<file path="src/inc/mpwc_pkg.sv">
package mpwc_pkg;
  localparam int WORD_W    = 70;
  localparam int SEL_BIT   = 0;
  localparam int BANK_BIT  = 1;
  localparam int BANK1_OFS = 33;
  localparam int PLEV_LSB  = 2;
  localparam int PLEV_W    = 22;
  localparam int FLED_LSB  = 24;
  localparam int FCAL_LSB  = 27;
  localparam int FMON_LSB  = 29;
  localparam int CREEP_LSB = 31;
  localparam int GAIN_LSB  = 33;
  localparam logic [1:0]  DEF_GAIN  = 2'h3;
  localparam logic [1:0]  DEF_CREEP = 2'h1;
  localparam logic [1:0]  DEF_FMON  = 2'h2;
  localparam logic [1:0]  DEF_FCAL  = 2'h1;
  localparam logic [2:0]  DEF_FLED  = 3'h5;
  localparam logic [21:0] DEF_PLEV  = 22'h06a6d4;
  localparam int DIV_W = 10;
  localparam logic [9:0] STEP_BASE = 10'h200;
  localparam logic [9:0] CAL_BASE  = 10'h040;
  localparam logic [2:0] FLED_MAX  = 3'h6;
  localparam int ACC_W = 26;
  localparam int INC_W = 16;
  localparam logic [7:0] A_CFG0   = 8'h00;
  localparam logic [7:0] A_CFG1   = 8'h04;
  localparam logic [7:0] A_CFG2   = 8'h08;
  localparam logic [7:0] A_CTRL   = 8'h0c;
  localparam logic [7:0] A_PROM0  = 8'h10;
  localparam logic [7:0] A_PROM1  = 8'h14;
  localparam logic [7:0] A_PROM2  = 8'h18;
  localparam logic [7:0] A_STATUS = 8'h1c;
  localparam logic [7:0] A_PCOUNT = 8'h20;
  localparam int CTRL_TEST = 0;
  localparam int CTRL_BURN = 1;

  typedef struct packed {
    logic        prog;
    logic        bank;
    logic [1:0]  gain;
    logic [1:0]  creep;
    logic [1:0]  fmon;
    logic [1:0]  fcal;
    logic [2:0]  fled;
    logic [21:0] plev;
  } mpwc_par_t;

  typedef struct packed {
    logic        psel;
    logic        penable;
    logic        pwrite;
    logic [7:0]  paddr;
    logic [31:0] pwdata;
  } mpwc_apb_req_t;

  typedef struct packed {
    logic [31:0] prdata;
    logic        pready;
    logic        pslverr;
  } mpwc_apb_rsp_t;
endpackage

</file>
<file path="src/logic/mpwc_decode.sv">
`timescale 1ns/100ps
module mpwc_decode (
  input  wire logic [69:0]    word,
  input  wire logic           bank_lock,
  output mpwc_pkg::mpwc_par_t par
);
  logic       bank_choice_bit;
  logic [6:0] ofs;

  always_comb begin
    bank_choice_bit = word[mpwc_pkg::BANK_BIT] | bank_lock;
    ofs = bank_choice_bit ? 7'(mpwc_pkg::BANK1_OFS) : 7'h00;
    // bits 69:68 are never looked at
    par.prog  = word[mpwc_pkg::SEL_BIT];
    par.bank  = bank_choice_bit;
    if (word[mpwc_pkg::SEL_BIT]) begin
      par.gain  = word[mpwc_pkg::GAIN_LSB + ofs +: 2];
      par.creep = word[mpwc_pkg::CREEP_LSB + ofs +: 2];
      par.fmon  = word[mpwc_pkg::FMON_LSB + ofs +: 2];
      par.fcal  = word[mpwc_pkg::FCAL_LSB + ofs +: 2];
      par.fled  = word[mpwc_pkg::FLED_LSB + ofs +: 3];
      par.plev  = word[mpwc_pkg::PLEV_LSB + ofs +: mpwc_pkg::PLEV_W];
    end else begin
      par.gain  = mpwc_pkg::DEF_GAIN;
      par.creep = mpwc_pkg::DEF_CREEP;
      par.fmon  = mpwc_pkg::DEF_FMON;
      par.fcal  = mpwc_pkg::DEF_FCAL;
      par.fled  = mpwc_pkg::DEF_FLED;
      par.plev  = mpwc_pkg::DEF_PLEV;
    end
  end
endmodule // mpwc_decode

</file>
<file path="src/logic/mpwc_rate_div.sv">
`timescale 1ns/100ps
module mpwc_rate_div #(
  parameter int W = 10
) (
  input  wire logic         clk,
  input  wire logic         reset,
  input  wire logic         in_pulse,
  input  wire logic [W-1:0] divisor,
  output logic              out_pulse
);
  typedef struct packed {
    logic [W-1:0] cnt;
    logic         out;
  } mpwc_div_st_t;

  mpwc_div_st_t st_q;
  mpwc_div_st_t st_d;

  always_comb begin
    st_d     = st_q;
    st_d.out = 1'b0;
    if (in_pulse) begin
      if (st_q.cnt >= divisor - W'(1)) begin
        st_d.cnt = '0;
        st_d.out = 1'b1;
      end else begin
        st_d.cnt = st_q.cnt + W'(1);
      end
    end
  end

  always_ff @(posedge clk) begin
    if (reset) begin
      st_q <= '0;
    end else begin
      st_q <= st_d;
    end
  end

  assign out_pulse = st_q.out;
endmodule // mpwc_rate_div

</file>
<file path="src/logic/mpwc_top.sv">
`timescale 1ns/100ps
module mpwc_top (
  input  wire logic                   CLK,
  input  wire logic                   RESET,
  input  wire mpwc_pkg::mpwc_apb_req_t APB_REQ,
  output mpwc_pkg::mpwc_apb_rsp_t      APB_RSP,
  input  wire logic [15:0]            ENERGY_INC,
  input  wire logic                   ENERGY_VLD,
  output logic                        ENERGY_PULSE,
  output logic [1:0]                  STEPPER_DRIVE_OUTPUTS,
  output logic                        LED_PULSE,
  output logic                        CAL_PULSE
);
  typedef struct packed {
    logic [69:0] shadow;
    logic [69:0] prom;
    logic        use_shadow;
    logic [25:0] acc;
    logic        epulse;
    logic [15:0] pcount;
    logic [31:0] prdata;
    logic        pslverr;
    logic        phase;
    logic [1:0]  drive;
  } mpwc_st_t;

  mpwc_st_t            st_q;
  mpwc_st_t            st_d;
  logic [69:0]         eff_word;
  mpwc_pkg::mpwc_par_t par;
  logic [26:0]         sum_c;
  logic [25:0]         rem_c;
  logic                hit_c;
  logic [9:0]          step_div;
  logic [9:0]          cal_div;
  logic [9:0]          led_div;
  logic                step_pulse;
  logic                wr_en;
  logic                rd_setup;

  ////////////////////////////////////////////////////////////////////////
  // helpers

  function automatic logic [4:0] gain_factor(input logic [1:0] code);
    case (code)
      2'h0:    gain_factor = 5'h04;
      2'h1:    gain_factor = 5'h10;
      2'h2:    gain_factor = 5'h10;
      default: gain_factor = 5'h14;
    endcase
  endfunction

  function automatic logic [31:0] word_slice(input logic [69:0] w,
                                             input logic [1:0]  idx);
    case (idx)
      2'h0:    word_slice = w[31:0];
      2'h1:    word_slice = w[63:32];
      default: word_slice = {26'h0, w[69:64]};
    endcase
  endfunction

  ////////////////////////////////////////////////////////////////////////
  // effective word and parameter decode

  always_comb begin
    eff_word = st_q.use_shadow ? st_q.shadow : st_q.prom;
  end

  mpwc_decode u_decode (
    .word      (eff_word),
    .bank_lock (st_q.prom[mpwc_pkg::BANK_BIT]),
    .par       (par)
  );

  // step and lamp rates are 100 * 2**code imp/kWh (lamp code capped at 6), cal 800 * 2**(fmon+fcal); internal pulse base is 51200 imp/kWh
  always_comb begin
    step_div = mpwc_pkg::STEP_BASE >> par.fmon;
    cal_div  = mpwc_pkg::CAL_BASE >> ({1'b0, par.fmon} + {1'b0, par.fcal});
    led_div  = mpwc_pkg::STEP_BASE >> ((par.fled > mpwc_pkg::FLED_MAX) ?
                                       mpwc_pkg::FLED_MAX : par.fled);
  end

  ////////////////////////////////////////////////////////////////////////
  // energy accumulator

  always_comb begin
    sum_c = {1'b0, st_q.acc} + (ENERGY_VLD ? 27'(ENERGY_INC) : 27'h0);
    hit_c = sum_c > 27'(par.plev);
    rem_c = 26'h0;
    if (hit_c) begin
      rem_c = 26'(sum_c - 27'(par.plev));
    end else if (sum_c[26]) begin
      rem_c = 26'h3ffffff;
    end else begin
      rem_c = sum_c[25:0];
    end
  end

  ////////////////////////////////////////////////////////////////////////
  // apb slave and state update

  always_comb begin
    wr_en    = APB_REQ.psel & APB_REQ.penable & APB_REQ.pwrite;
    rd_setup = APB_REQ.psel & ~APB_REQ.penable;
  end

  always_comb begin
    st_d        = st_q;
    st_d.acc    = rem_c;
    st_d.epulse = hit_c;
    st_d.drive  = 2'h0;
    if (hit_c) begin
      st_d.pcount = st_q.pcount + 16'h0001;
    end
    if (step_pulse) begin
      st_d.phase = ~st_q.phase;
      st_d.drive = st_q.phase ? 2'h2 : 2'h1;
    end
    if (rd_setup) begin
      st_d.pslverr = 1'b0;
      case (APB_REQ.paddr)
        mpwc_pkg::A_CFG0:   st_d.prdata = word_slice(st_q.shadow, 2'h0);
        mpwc_pkg::A_CFG1:   st_d.prdata = word_slice(st_q.shadow, 2'h1);
        mpwc_pkg::A_CFG2:   st_d.prdata = word_slice(st_q.shadow, 2'h2);
        mpwc_pkg::A_CTRL:   st_d.prdata = {31'h0, st_q.use_shadow};
        mpwc_pkg::A_PROM0:  st_d.prdata = word_slice(st_q.prom, 2'h0);
        mpwc_pkg::A_PROM1:  st_d.prdata = word_slice(st_q.prom, 2'h1);
        mpwc_pkg::A_PROM2:  st_d.prdata = word_slice(st_q.prom, 2'h2);
        mpwc_pkg::A_STATUS: st_d.prdata = {5'h0, gain_factor(par.gain), par.prog,
                                           par.bank, par.gain, par.creep, par.fmon,
                                           par.fcal, par.fled, 9'h000};
        mpwc_pkg::A_PCOUNT: st_d.prdata = {16'h0, st_q.pcount};
        default: begin
          st_d.prdata  = 32'h0;
          st_d.pslverr = 1'b1;
        end
      endcase
    end
    if (wr_en) begin
      case (APB_REQ.paddr)
        mpwc_pkg::A_CFG0: st_d.shadow[31:0]  = APB_REQ.pwdata;
        mpwc_pkg::A_CFG1: st_d.shadow[63:32] = APB_REQ.pwdata;
        mpwc_pkg::A_CFG2: st_d.shadow[69:64] = APB_REQ.pwdata[5:0];
        mpwc_pkg::A_CTRL: begin
          st_d.use_shadow = APB_REQ.pwdata[mpwc_pkg::CTRL_TEST];
          // burned cells can only go to one
          if (APB_REQ.pwdata[mpwc_pkg::CTRL_BURN]) begin
            st_d.prom = st_q.prom | st_q.shadow;
          end
        end
        default: begin
        end
      endcase
    end
  end

  always_ff @(posedge CLK) begin
    if (RESET) begin
      st_q <= '0;
    end else begin
      st_q <= st_d;
    end
  end

  ////////////////////////////////////////////////////////////////////////
  // pulse rate dividers

  mpwc_rate_div #(.W(mpwc_pkg::DIV_W)) u_step (
    .clk       (CLK),
    .reset     (RESET),
    .in_pulse  (st_q.epulse),
    .divisor   (step_div),
    .out_pulse (step_pulse)
  );

  mpwc_rate_div #(.W(mpwc_pkg::DIV_W)) u_cal (
    .clk       (CLK),
    .reset     (RESET),
    .in_pulse  (st_q.epulse),
    .divisor   (cal_div),
    .out_pulse (CAL_PULSE)
  );

  mpwc_rate_div #(.W(mpwc_pkg::DIV_W)) u_led (
    .clk       (CLK),
    .reset     (RESET),
    .in_pulse  (st_q.epulse),
    .divisor   (led_div),
    .out_pulse (LED_PULSE)
  );

  always_comb begin
    APB_RSP.prdata        = st_q.prdata;
    APB_RSP.pready        = 1'b1;
    APB_RSP.pslverr       = st_q.pslverr;
    ENERGY_PULSE          = st_q.epulse;
    STEPPER_DRIVE_OUTPUTS = st_q.drive;
  end
endmodule // mpwc_top

</file>
<file path="config.mk">
export PLATFORM = sky130hd
export DESIGN_NAME = mpwc_top
export DESIGN_NICKNAME = d
export VERILOG_FILES = /design/src/inc/mpwc_pkg.sv /design/src/logic/mpwc_decode.sv /design/src/logic/mpwc_rate_div.sv /design/src/logic/mpwc_top.sv
export SDC_FILE = /design/constraint.sdc
export NUM_CORES = 1
export LEC_CHECK = 0
export BUFFER_PORTS_ARGS = -buffer_cell sky130_fd_sc_hd__buf_2
export CORE_MARGIN = 3
export CORE_UTILIZATION = 43
export DETAILED_ROUTE_END_ITERATION = 8
export SYNTH_ARGS = -nofsm -noshare
export SYNTH_HDL_FRONTEND = slang
export SYNTH_HIERARCHICAL = 1
export SYNTH_SLANG_ARGS = --single-unit
</file>
<file path="constraint.sdc">
create_clock -name CLK -period 5.8 [get_ports CLK]
set_input_delay 0 -clock CLK [delete_from_list [all_inputs] [get_ports CLK]]
set_output_delay 0 -clock CLK [all_outputs]
set_load 0.02 [all_outputs]
</file>
======== Word-level counts from Yosys, hierarchy flattened ========
Index checks and enable logic that the tools add are counted.
operators by class
  reduce and logical (&&, ||, !) cells .... 11
  shift-type cells ........................ 9
  multiplexer cells ....................... 17
  equal/unequal tests ..................... 10
  $mul .................................... 0
  div/mod/pow operators ................... 0
  bitwise logic cells ..................... 9
  order comparisons ....................... 5
  $add $sub $neg .......................... 16
operator list
  cell                                                 count
  case mux 32 bit (9 select lines)                     1
  variable part select 70 x 33 -> 2 bit                4
  2-to-1 mux 70 bit                                    1
  OR 70 bit                                            1
  variable part select 70 x 33 -> 22 bit               1
  variable part select 70 x 33 -> 3 bit                1
  2-to-1 mux 26 bit                                    2
  2-to-1 mux 33 bit                                    1
  adder 5 x 7 -> 8 bit (first input constant)          4
  == test 8 x 5 -> 1 bit (second input constant)       4
  adder 10 x 1 -> 10 bit (second input constant)       3
  greater-or-equal comparator 10 bit                   3
  2-to-1 mux 10 bit                                    3
  subtractor 10 x 1 -> 10 bit (second input constant)  3
  adder 26 x 16 -> 27 bit                              1
  greater-than comparator 27 x 22 -> 1 bit             1
  subtractor 26 x 22 -> 26 bit                         1
  adder 16 x 1 -> 16 bit (second input constant)       1
  == test 8 x 4 -> 1 bit (second input constant)       2
  2-to-1 mux 16 bit                                    1
  case mux 5 bit (2 select lines)                      1
  right shift 10 x 2 -> 10 bit (first input constant)  1
  right shift 10 x 3 -> 10 bit (first input constant)  1
  right shift 7 x 3 -> 10 bit (first input constant)   1
  21 further kinds                                     34
storage, ports and cells
  register bits after elaboration ......... 253
  word-level logic and storage cells ...... 95
  memories kept ........................... 0
  output and inout bits ................... 39
  ROM bits ................................ 0
  input bits .............................. 62
  latch bits .............................. 0
  RAM bits ................................ 0

======== Depth between registers and ports, before layout ========
Gate-level depths: netlist of the first run.
  depth after elaboration ................. 12
  mapped depth ............................ 24
  depth with buffers taken out ............ 20

======== Cells and area by module ========
The synthesis of the first run kept the hierarchy.
modules (own cells, without submodules)
  module                     times used  area an instance (µm²)  seq. area each (µm²)  cells an instance
  mpwc_top                   1           12291.8                 4404.2                1523
  mpwc_rate_div (u_cal ...)  2           829.5                   220.2                 95
  mpwc_rate_div (u_step)     1           829.5                   220.2                 97
  mpwc_decode                1           823.3                   0.0                   117

======== Worst setup path before layout of the first run ========
No wires, ideal clock.
  kind .................................... reg-to-reg
  from .................................... reg st_q[79] (netlist name)
  to ...................................... reg u_cal/st_q[3] (netlist name)
  data required time ...................... 5.726 ns
  clock period less this slack ............ 5.119 ns
  library setup time ...................... 0.074 ns
  slack ................................... 0.681 ns
  cell stages (with the launch flop) ...... 21
  buffers on the path ..................... 4
  data arrival time ....................... 5.045 ns
  cells stage by stage .................... dfxtp_1 clkbuf_1 buf_1 mux2_2 or2_1 buf_6 buf_12 o21ai_2 ha_1 fa_1 and3b_1 or4_1 nor3_1 nand2_1 xor2_1 ha_1 and4_1 o311a_1 a311oi_4 nand4b_1 a31oi_1
RTL lines
  what                    RTL line             RTL
  start, declared         mpwc_top.sv:27       mpwc_st_t st_q;
  start signal, assigned  mpwc_top.sv:161      st_q <= st_d;
  end signal, assigned    mpwc_rate_div.sv:36  st_q <= st_d;
  end, declared           mpwc_rate_div.sv:16  mpwc_div_st_t st_q;

======== Worst setup path in the final report of the first run ========
  from .................................... reg st_q[53] (netlist name)
  to ...................................... reg st_q[40] (netlist name)
between the ends
  longest elaborated chain between the ends .. 2
ends and longest elaborated chain
  what                                      RTL line        RTL
  adder 26 x 16 -> 27 bit                   mpwc_top.sv:87  sum_c = {1'b0, st_q.acc} + (ENERGY_VLD ? 27'(ENERGY_INC) : 27'h0);
  greater-than comparator 27 x 22 -> 1 bit  mpwc_top.sv:88  hit_c = sum_c > 27'(par.plev);
No other way between the ends.
A chain may end at the register's enable or synchronous reset.

==> reports/qor.yml, run 1 <==
status: "finished clean"
path_class: "flop to flop"
mostFrequentLayoutCells: "a21oi_1, dfxtp_1, nand2_1, nor2_1, buf_2"
grt_max_degree: 125
start_util: 0.4370
cts_tree: "built"
via_count: 13960
clk_pin_slew_ns: 0.06
gp_congestion: 0.8578
fin_nets: 2132
coreArea_um2: 35660
fin_skew_ns: 0.02056
hpwl_mm: 29.93
fill_cells: 3502
maxSlewViolCount: 0
crit_chain: "ha_1, fa_1, a211oi_1, o21bai_1, o211a_1, o211ai_2, nand2_1, nand3_1, xnor2_1, ha_1, nand3_1, nor2_1, nand2_1, nor4_1, nor3_1, a21o_1, a211o_1, o2111ai_1, mux2_2"
max_slew_margin: 0.1958
via_per_inst: 5.655
place.port_buffers: 99
wirelength_mm: 43.72
root_buffer: "clkbuf_16"
drc: 0
drtIter0Drc: 1005
rr_worst_depth: 19
worst_pin_slew_ns: 1.206
final_util: 0.4874
detail_route.first_pass.iterations: 9
required_ns: 6.24
design_area_um2: 17380
worst_skew_pair.late_latency_ns: 0.57
overflow: 0
cellPowerDensity_nw_per_um2: 262.5
cp.depth: 19
grt_pass1_wl_mm: 70.22
ioPinCount: 101
yosysWarnings: 6
p_leak_nw: 6.905
syn_inst: 1925
htree_levels: 1
crit_path_max_incr_delay_ns: 0.64
start_kind: "flop"
dieArea_um2: 38560
placed_area_um2: 16130
n_antenna_cell: 0
finalHoldViolCount: 0
grt_pass1_vias: 13310
max_cap_viol_count: 0
synth_area_um2: 15580
finalCriticalPeriod_ns: 5.355
setup_violations: 0
tns_ns: 0
hold_class: "input port to flop"
critPathCaptureType: "flop"
die_y_um: 196.4
cp.arrival_ns: 5.80
synth_area_per_cell_um2: 8.094
post-route-period-util: 0.9233
critPathSlowestCell: "a211o_1"
worstPathMaxFanout: 33
post_drt_wl_per_cell_um: 17.71
rsz0062_at_grt: "no"
area_growth_pct: 11.53
layout-drive-gt1-share: 0.1519
layout_commonest_cell: "a21oi_1"
clock_path_buffers: 3
hold_depth: 4
postRouteAntennaNets: 0
grt_use_total: 0.2208
rows: 69
fmax_mhz: 186.7
cts_resized: 0
cts_buffers: 29
irDropWorstVdd_uv: 210.9
critPathTopFamily: "compound AO/OA/AOI/OAI gates"
antenna_found_initial: 0
cts_sinks: 253
path_buf_inv: 0
die_w_um: 196.4
layout make-up:
cell class	instances	area (um2)	area share
Clock buffer	42	854.6	0.04918
Sequential cell	253	5066	0.2915
Inverter	73	274.0	0.01577
Multi-Input combinational cell	1480	9564	0.5504
Timing Repair Buffer	153	994.7	0.05724
Tap cell	461	576.8	0.03319
Clock inverter	7	47.55	0.002736
path summary, 6_finish.rpt:
kind,slack (ns),start,end
worst max register to register,0.44,st_q[53],st_q[40]
worst max-delay path,0.44,st_q[53],st_q[40]
worst min register to register,0.46,st_q[2],STEPPER_DRIVE_OUTPUTS[0]
worst min-delay path,0.12,APB_REQ[40],st_q[215]
registers in the layout, indices dropped and copies added, names as in the netlist:
| name | count |
|---|---|
| st_q | 184 |
| u_step/out_pulse | 1 |
| u_cal/st_q | 10 |
| ENERGY_PULSE | 1 |
| u_cal/out_pulse | 1 |
| APB_RSP | 33 |
| u_led/out_pulse | 1 |
| STEPPER_DRIVE_OUTPUTS | 2 |
| u_led/st_q | 10 |
| u_step/st_q | 10 |
routing by layer:
| metal | routed length, um | GRT usage | share of wire |
|---|---|---|---|
| met5 | 0 | 0 | 0 |
| met3 | 2218 | 0.02803 | 0.051 |
| met1 | 19270 | 0.2916 | 0.44 |
| met2 | 20790 | 0.3776 | 0.48 |
| met4 | 1431 | 0.06998 | 0.033 |
worst reg2reg max path, cell delays in order (launching register included):
cell,delay [ns]
dfxtp_1,0.30
ha_1,0.23
fa_1,0.43
a211oi_1,0.27
o21bai_1,0.16
o211a_1,0.29
o211ai_2,0.23
nand2_1,0.16
nand3_1,0.13
xnor2_1,0.10
ha_1,0.42
nand3_1,0.19
nor2_1,0.20
nand2_1,0.07
nor4_1,0.31
nor3_1,0.10
a21o_1,0.21
a211o_1,0.64
o2111ai_1,0.43
mux2_2,0.37
where the power goes:
part,internal [mW],switching (mW),total (mW)
Sequential,1.79,0.0316,1.82
Clock,1.01,0.743,1.76
Combinational,0.406,0.580,0.986
what timing repair did:
item | CTS | global route
endpoints found under the setup margin | 0 | 0
hold buffers | 35 | 0
setup buffers | 0 | 0
endpoints found under the hold margin | 73 | 0
stage by stage:
stage	hold slack [ns]	cells	power [mW]	setup slack, ns
floorplan	0.06907	1964	2.608	0.7127
global placement	0.2504	2385	2.793	0.6238
detailed placement	0.2584	2385	2.808	0.4965
CTS	0.09908	2469	4.597	0.4937
global route	0.1481	2469	4.792	0.1063
finish	0.1212	2469	4.561	0.4450
Note: power is estimated with default switching activity, not from simulation.
==> run 2: changes to the inputs <==
==> constraint.sdc (replaced) <==
create_clock -name CLK -period 5.8 [get_ports CLK]
set_input_delay 0.58 -clock CLK [delete_from_list [all_inputs] [get_ports CLK]]
set_output_delay 0.58 -clock CLK [all_outputs]
set_load 0.02 [all_outputs]
==> reports/qor.yml, run 2 (synthesized netlist as in run 1, its figures left out) <==
postCtsHoldBufs: 0  # -100%
rsz0062_at_grt: "no"
power.total_mw: 4.717  # +3.4%
maxSlewViolCount: 0  # unchanged
switchingPower_mw: 1.351  # -0.31%
grt_pass1_wl_mm: 69.42  # -1.1%
ioPinCount: 101  # unchanged
layout-drive-gt1-share: 0.1549  # +0.002966
cts_resized: 0  # unchanged
worst_skew_pair.late_latency_ns: 0.56  # about the same
place.port_buffers: 99  # unchanged
setup_violations: 0  # unchanged
via_per_inst: 5.665  # +0.18%
mostFrequentLayoutCells: "a21oi_1, dfxtp_1, nand2_1, nor2_1, buf_2"
critPathSlowestCell: "buf_4"
layout_commonest_cell: "a21oi_1"
pwr-share-comb: 0.203  # -0.013
p_seq_frac: 0.387  # -0.012
p_leak_nw: 6.813  # -1.3%
largest-register: "st_q"
start_util: 0.4370  # unchanged
critPathCaptureType: "flop"
required_ns: 6.28  # +0.04 ns
worstHoldStart: "APB_REQ[23]"
placed_area_um2: 16130  # about the same
status: "finished clean"
rows: 69  # unchanged
coreArea_um2: 35660  # unchanged
root_buffer: "clkbuf_16"
rr_worst_depth: 17  # -2
antenna_found_initial: 0  # unchanged
finalCriticalPeriod_ns: 5.182  # -0.1732 ns
tns_ns: 0  # unchanged
clock_path_buffers: 3  # unchanged
finalHoldViolCount: 0  # unchanged
cts_tree: "built"
wirelength_mm: 43.47  # -0.57%
gp_congestion: 0.8735  # +1.8%
post-route-period-util: 0.8934  # -0.02986
dieArea_um2: 38560  # unchanged
layout.cells.non_filler: 2438  # -1.3%
cts_sinks: 253  # unchanged
largest_register_ffs: 184  # unchanged
start_kind: "flop"
cts_buffers: 30  # +3.4%
grt_max_degree: 100  # -20%
internal_power_mw: 3.367  # +5.0%
hold_class: "input port to flop"
area_growth_pct: 10.01
drtIter0Drc: 1093  # +8.8%
cpMostUsedCell: "ha_1"
min_delay_worst_endpoint: "st_q[205]"
design_area_um2: 17140  # -1.4%
path_class: "flop to flop"
ff2ff_setup_slack_ns: 0.62  # +0.17 ns
fin_skew_ns: 0.01572  # -0.004848 ns
swShare: 0.2864  # -0.01074
die_y_um: 196.4  # unchanged
dp.cells: 2386  # +0.042%
grt_pass1_vias: 13170  # -1.0%
irDropWorstVdd_uv: 189.4  # -10%
hold_depth: 3  # -1
fin_nets: 2099  # -1.5%
via_count: 13810  # -1.1%
max_slew_margin: 0.1992  # +0.003342
reg2reg_to: "u_cal/st_q[3]"
worst_pin_slew_ns: 1.201  # -0.005013 ns
max_cap_viol_count: 0  # unchanged
worstPathMaxFanout: 49  # +48%
clock_power_share: 0.410  # +0.025
detail_route.first_pass.iterations: 6  # -3
overflow: 0  # unchanged
grt_use_total: 0.2172  # -0.003601
crit_chain: "buf_4, mux2_2, o21ai_0, o211ai_2, ha_1, fa_1, and3b_1, or4_1, nor3_1, nand2_1, xor2_1, ha_1, and4_1, o311a_1, a311oi_4, nand4b_1, a31oi_1"
fmax_mhz: 193.0  # +3.3%
crit_path_max_incr_delay_ns: 0.57  # -0.07 ns
clk_pin_slew_ns: 0.06  # about the same
post_drt_wl_per_cell_um: 17.83  # +0.70%
die_w_um: 196.4  # unchanged
cp.arrival_ns: 5.66  # -0.14 ns
cellPowerDensity_nw_per_um2: 275.2  # +4.9%
drc: 0  # unchanged
postRouteAntennaNets: 0  # unchanged
hpwl_mm: 29.67  # -0.86%
r2r_start: "st_q[79]"
cts_setup_buffers: 0  # unchanged
htree_levels: 1  # unchanged
-- run 2: cell types whose count changed in the layout (fill, tap and decap cells not counted) --
| cell | delta |
|---|---|
| buf_4 | +1 |
| bufinv_16 | +3 |
| clkbuf_1 | +2 |
| clkbuf_16 | +2 |
| clkbuf_8 | -1 |
| clkinv_2 | -1 |
| clkinvlp_4 | -1 |
| diode_2 | +1 |
| dlygate4sd3_1 | -35 |
| inv_6 | -2 |
-- run 2: final cells by class --
class | count | area (um2)
fill | 3502 | 18510
tap | 461 | 576.8
clock inverter | 6 | 107.6
clock buffer | 45 | 898.4
timing repair buffer | 119 | 651.9
inverter | 73 | 274.0
sequential | 253 | 5066
antenna | 1 | 2.502
multi-input combinational | 1480 | 9564
-- run 2: how the worst max path moves through the flow --
stage | from | endpoint | depth (start not counted)
floorplan | st_q[79] | u_cal/st_q[3] | 20
global placement | ENERGY_VLD | st_q[40] | 21
detailed placement | ENERGY_VLD | st_q[45] | 21
CTS | st_q[79] | u_cal/st_q[7] | 17
global route | st_q[79] | u_cal/st_q[10] | 17
finish | st_q[79] | u_cal/st_q[3] | 17
-- run 2: per-layer routing --
metal | part of all wire | up-vias | GRT usage | wire [um]
met5 | 0 | - | 0 | 0
met4 | 0.032 | 0 | 0.06971 | 1405
met3 | 0.049 | 71 | 0.02769 | 2127
met2 | 0.48 | 336 | 0.3720 | 20740
met1 | 0.44 | 6577 | 0.2857 | 19200
li1 | - | 6827 | - | -
-- run 2: power groups by stage --
stage,clock network (mW),logic [mW],registers (mW)
2_1_floorplan,0,0.760,1.85
3_3_place_gp,0,0.931,1.86
3_5_place_dp,0,0.945,1.86
4_1_cts,1.97,0.951,1.82
5_1_grt,2.05,1.07,1.83
6_report,1.94,0.958,1.82
-- run 2: through the flow --
stage	setup WS (ns)	hold slack (ns)	utilization
after global placement	0.3771	0.4408	0.4525
after CTS	0.6238	0.2418	0.4807
after detailed placement	0.2839	0.4521	0.4525
final	0.6182	0.2636	0.4808
after global routing	0.3508	0.2447	0.4807
after floorplan	0.7127	0.4345	-
-- run 2: worst max-delay path: cells and delay by family, from the launching register on --
kind,cells,cell delay (ns)
buffers and inverters,1,0.57
flip-flops,1,0.37
AO/OA/AOI/OAI,5,0.95
adder cells (fa/ha/maj),3,1.13
multiplexers,1,0.42
XOR/XNOR,1,0.15
AND/OR/NAND/NOR,6,1.50
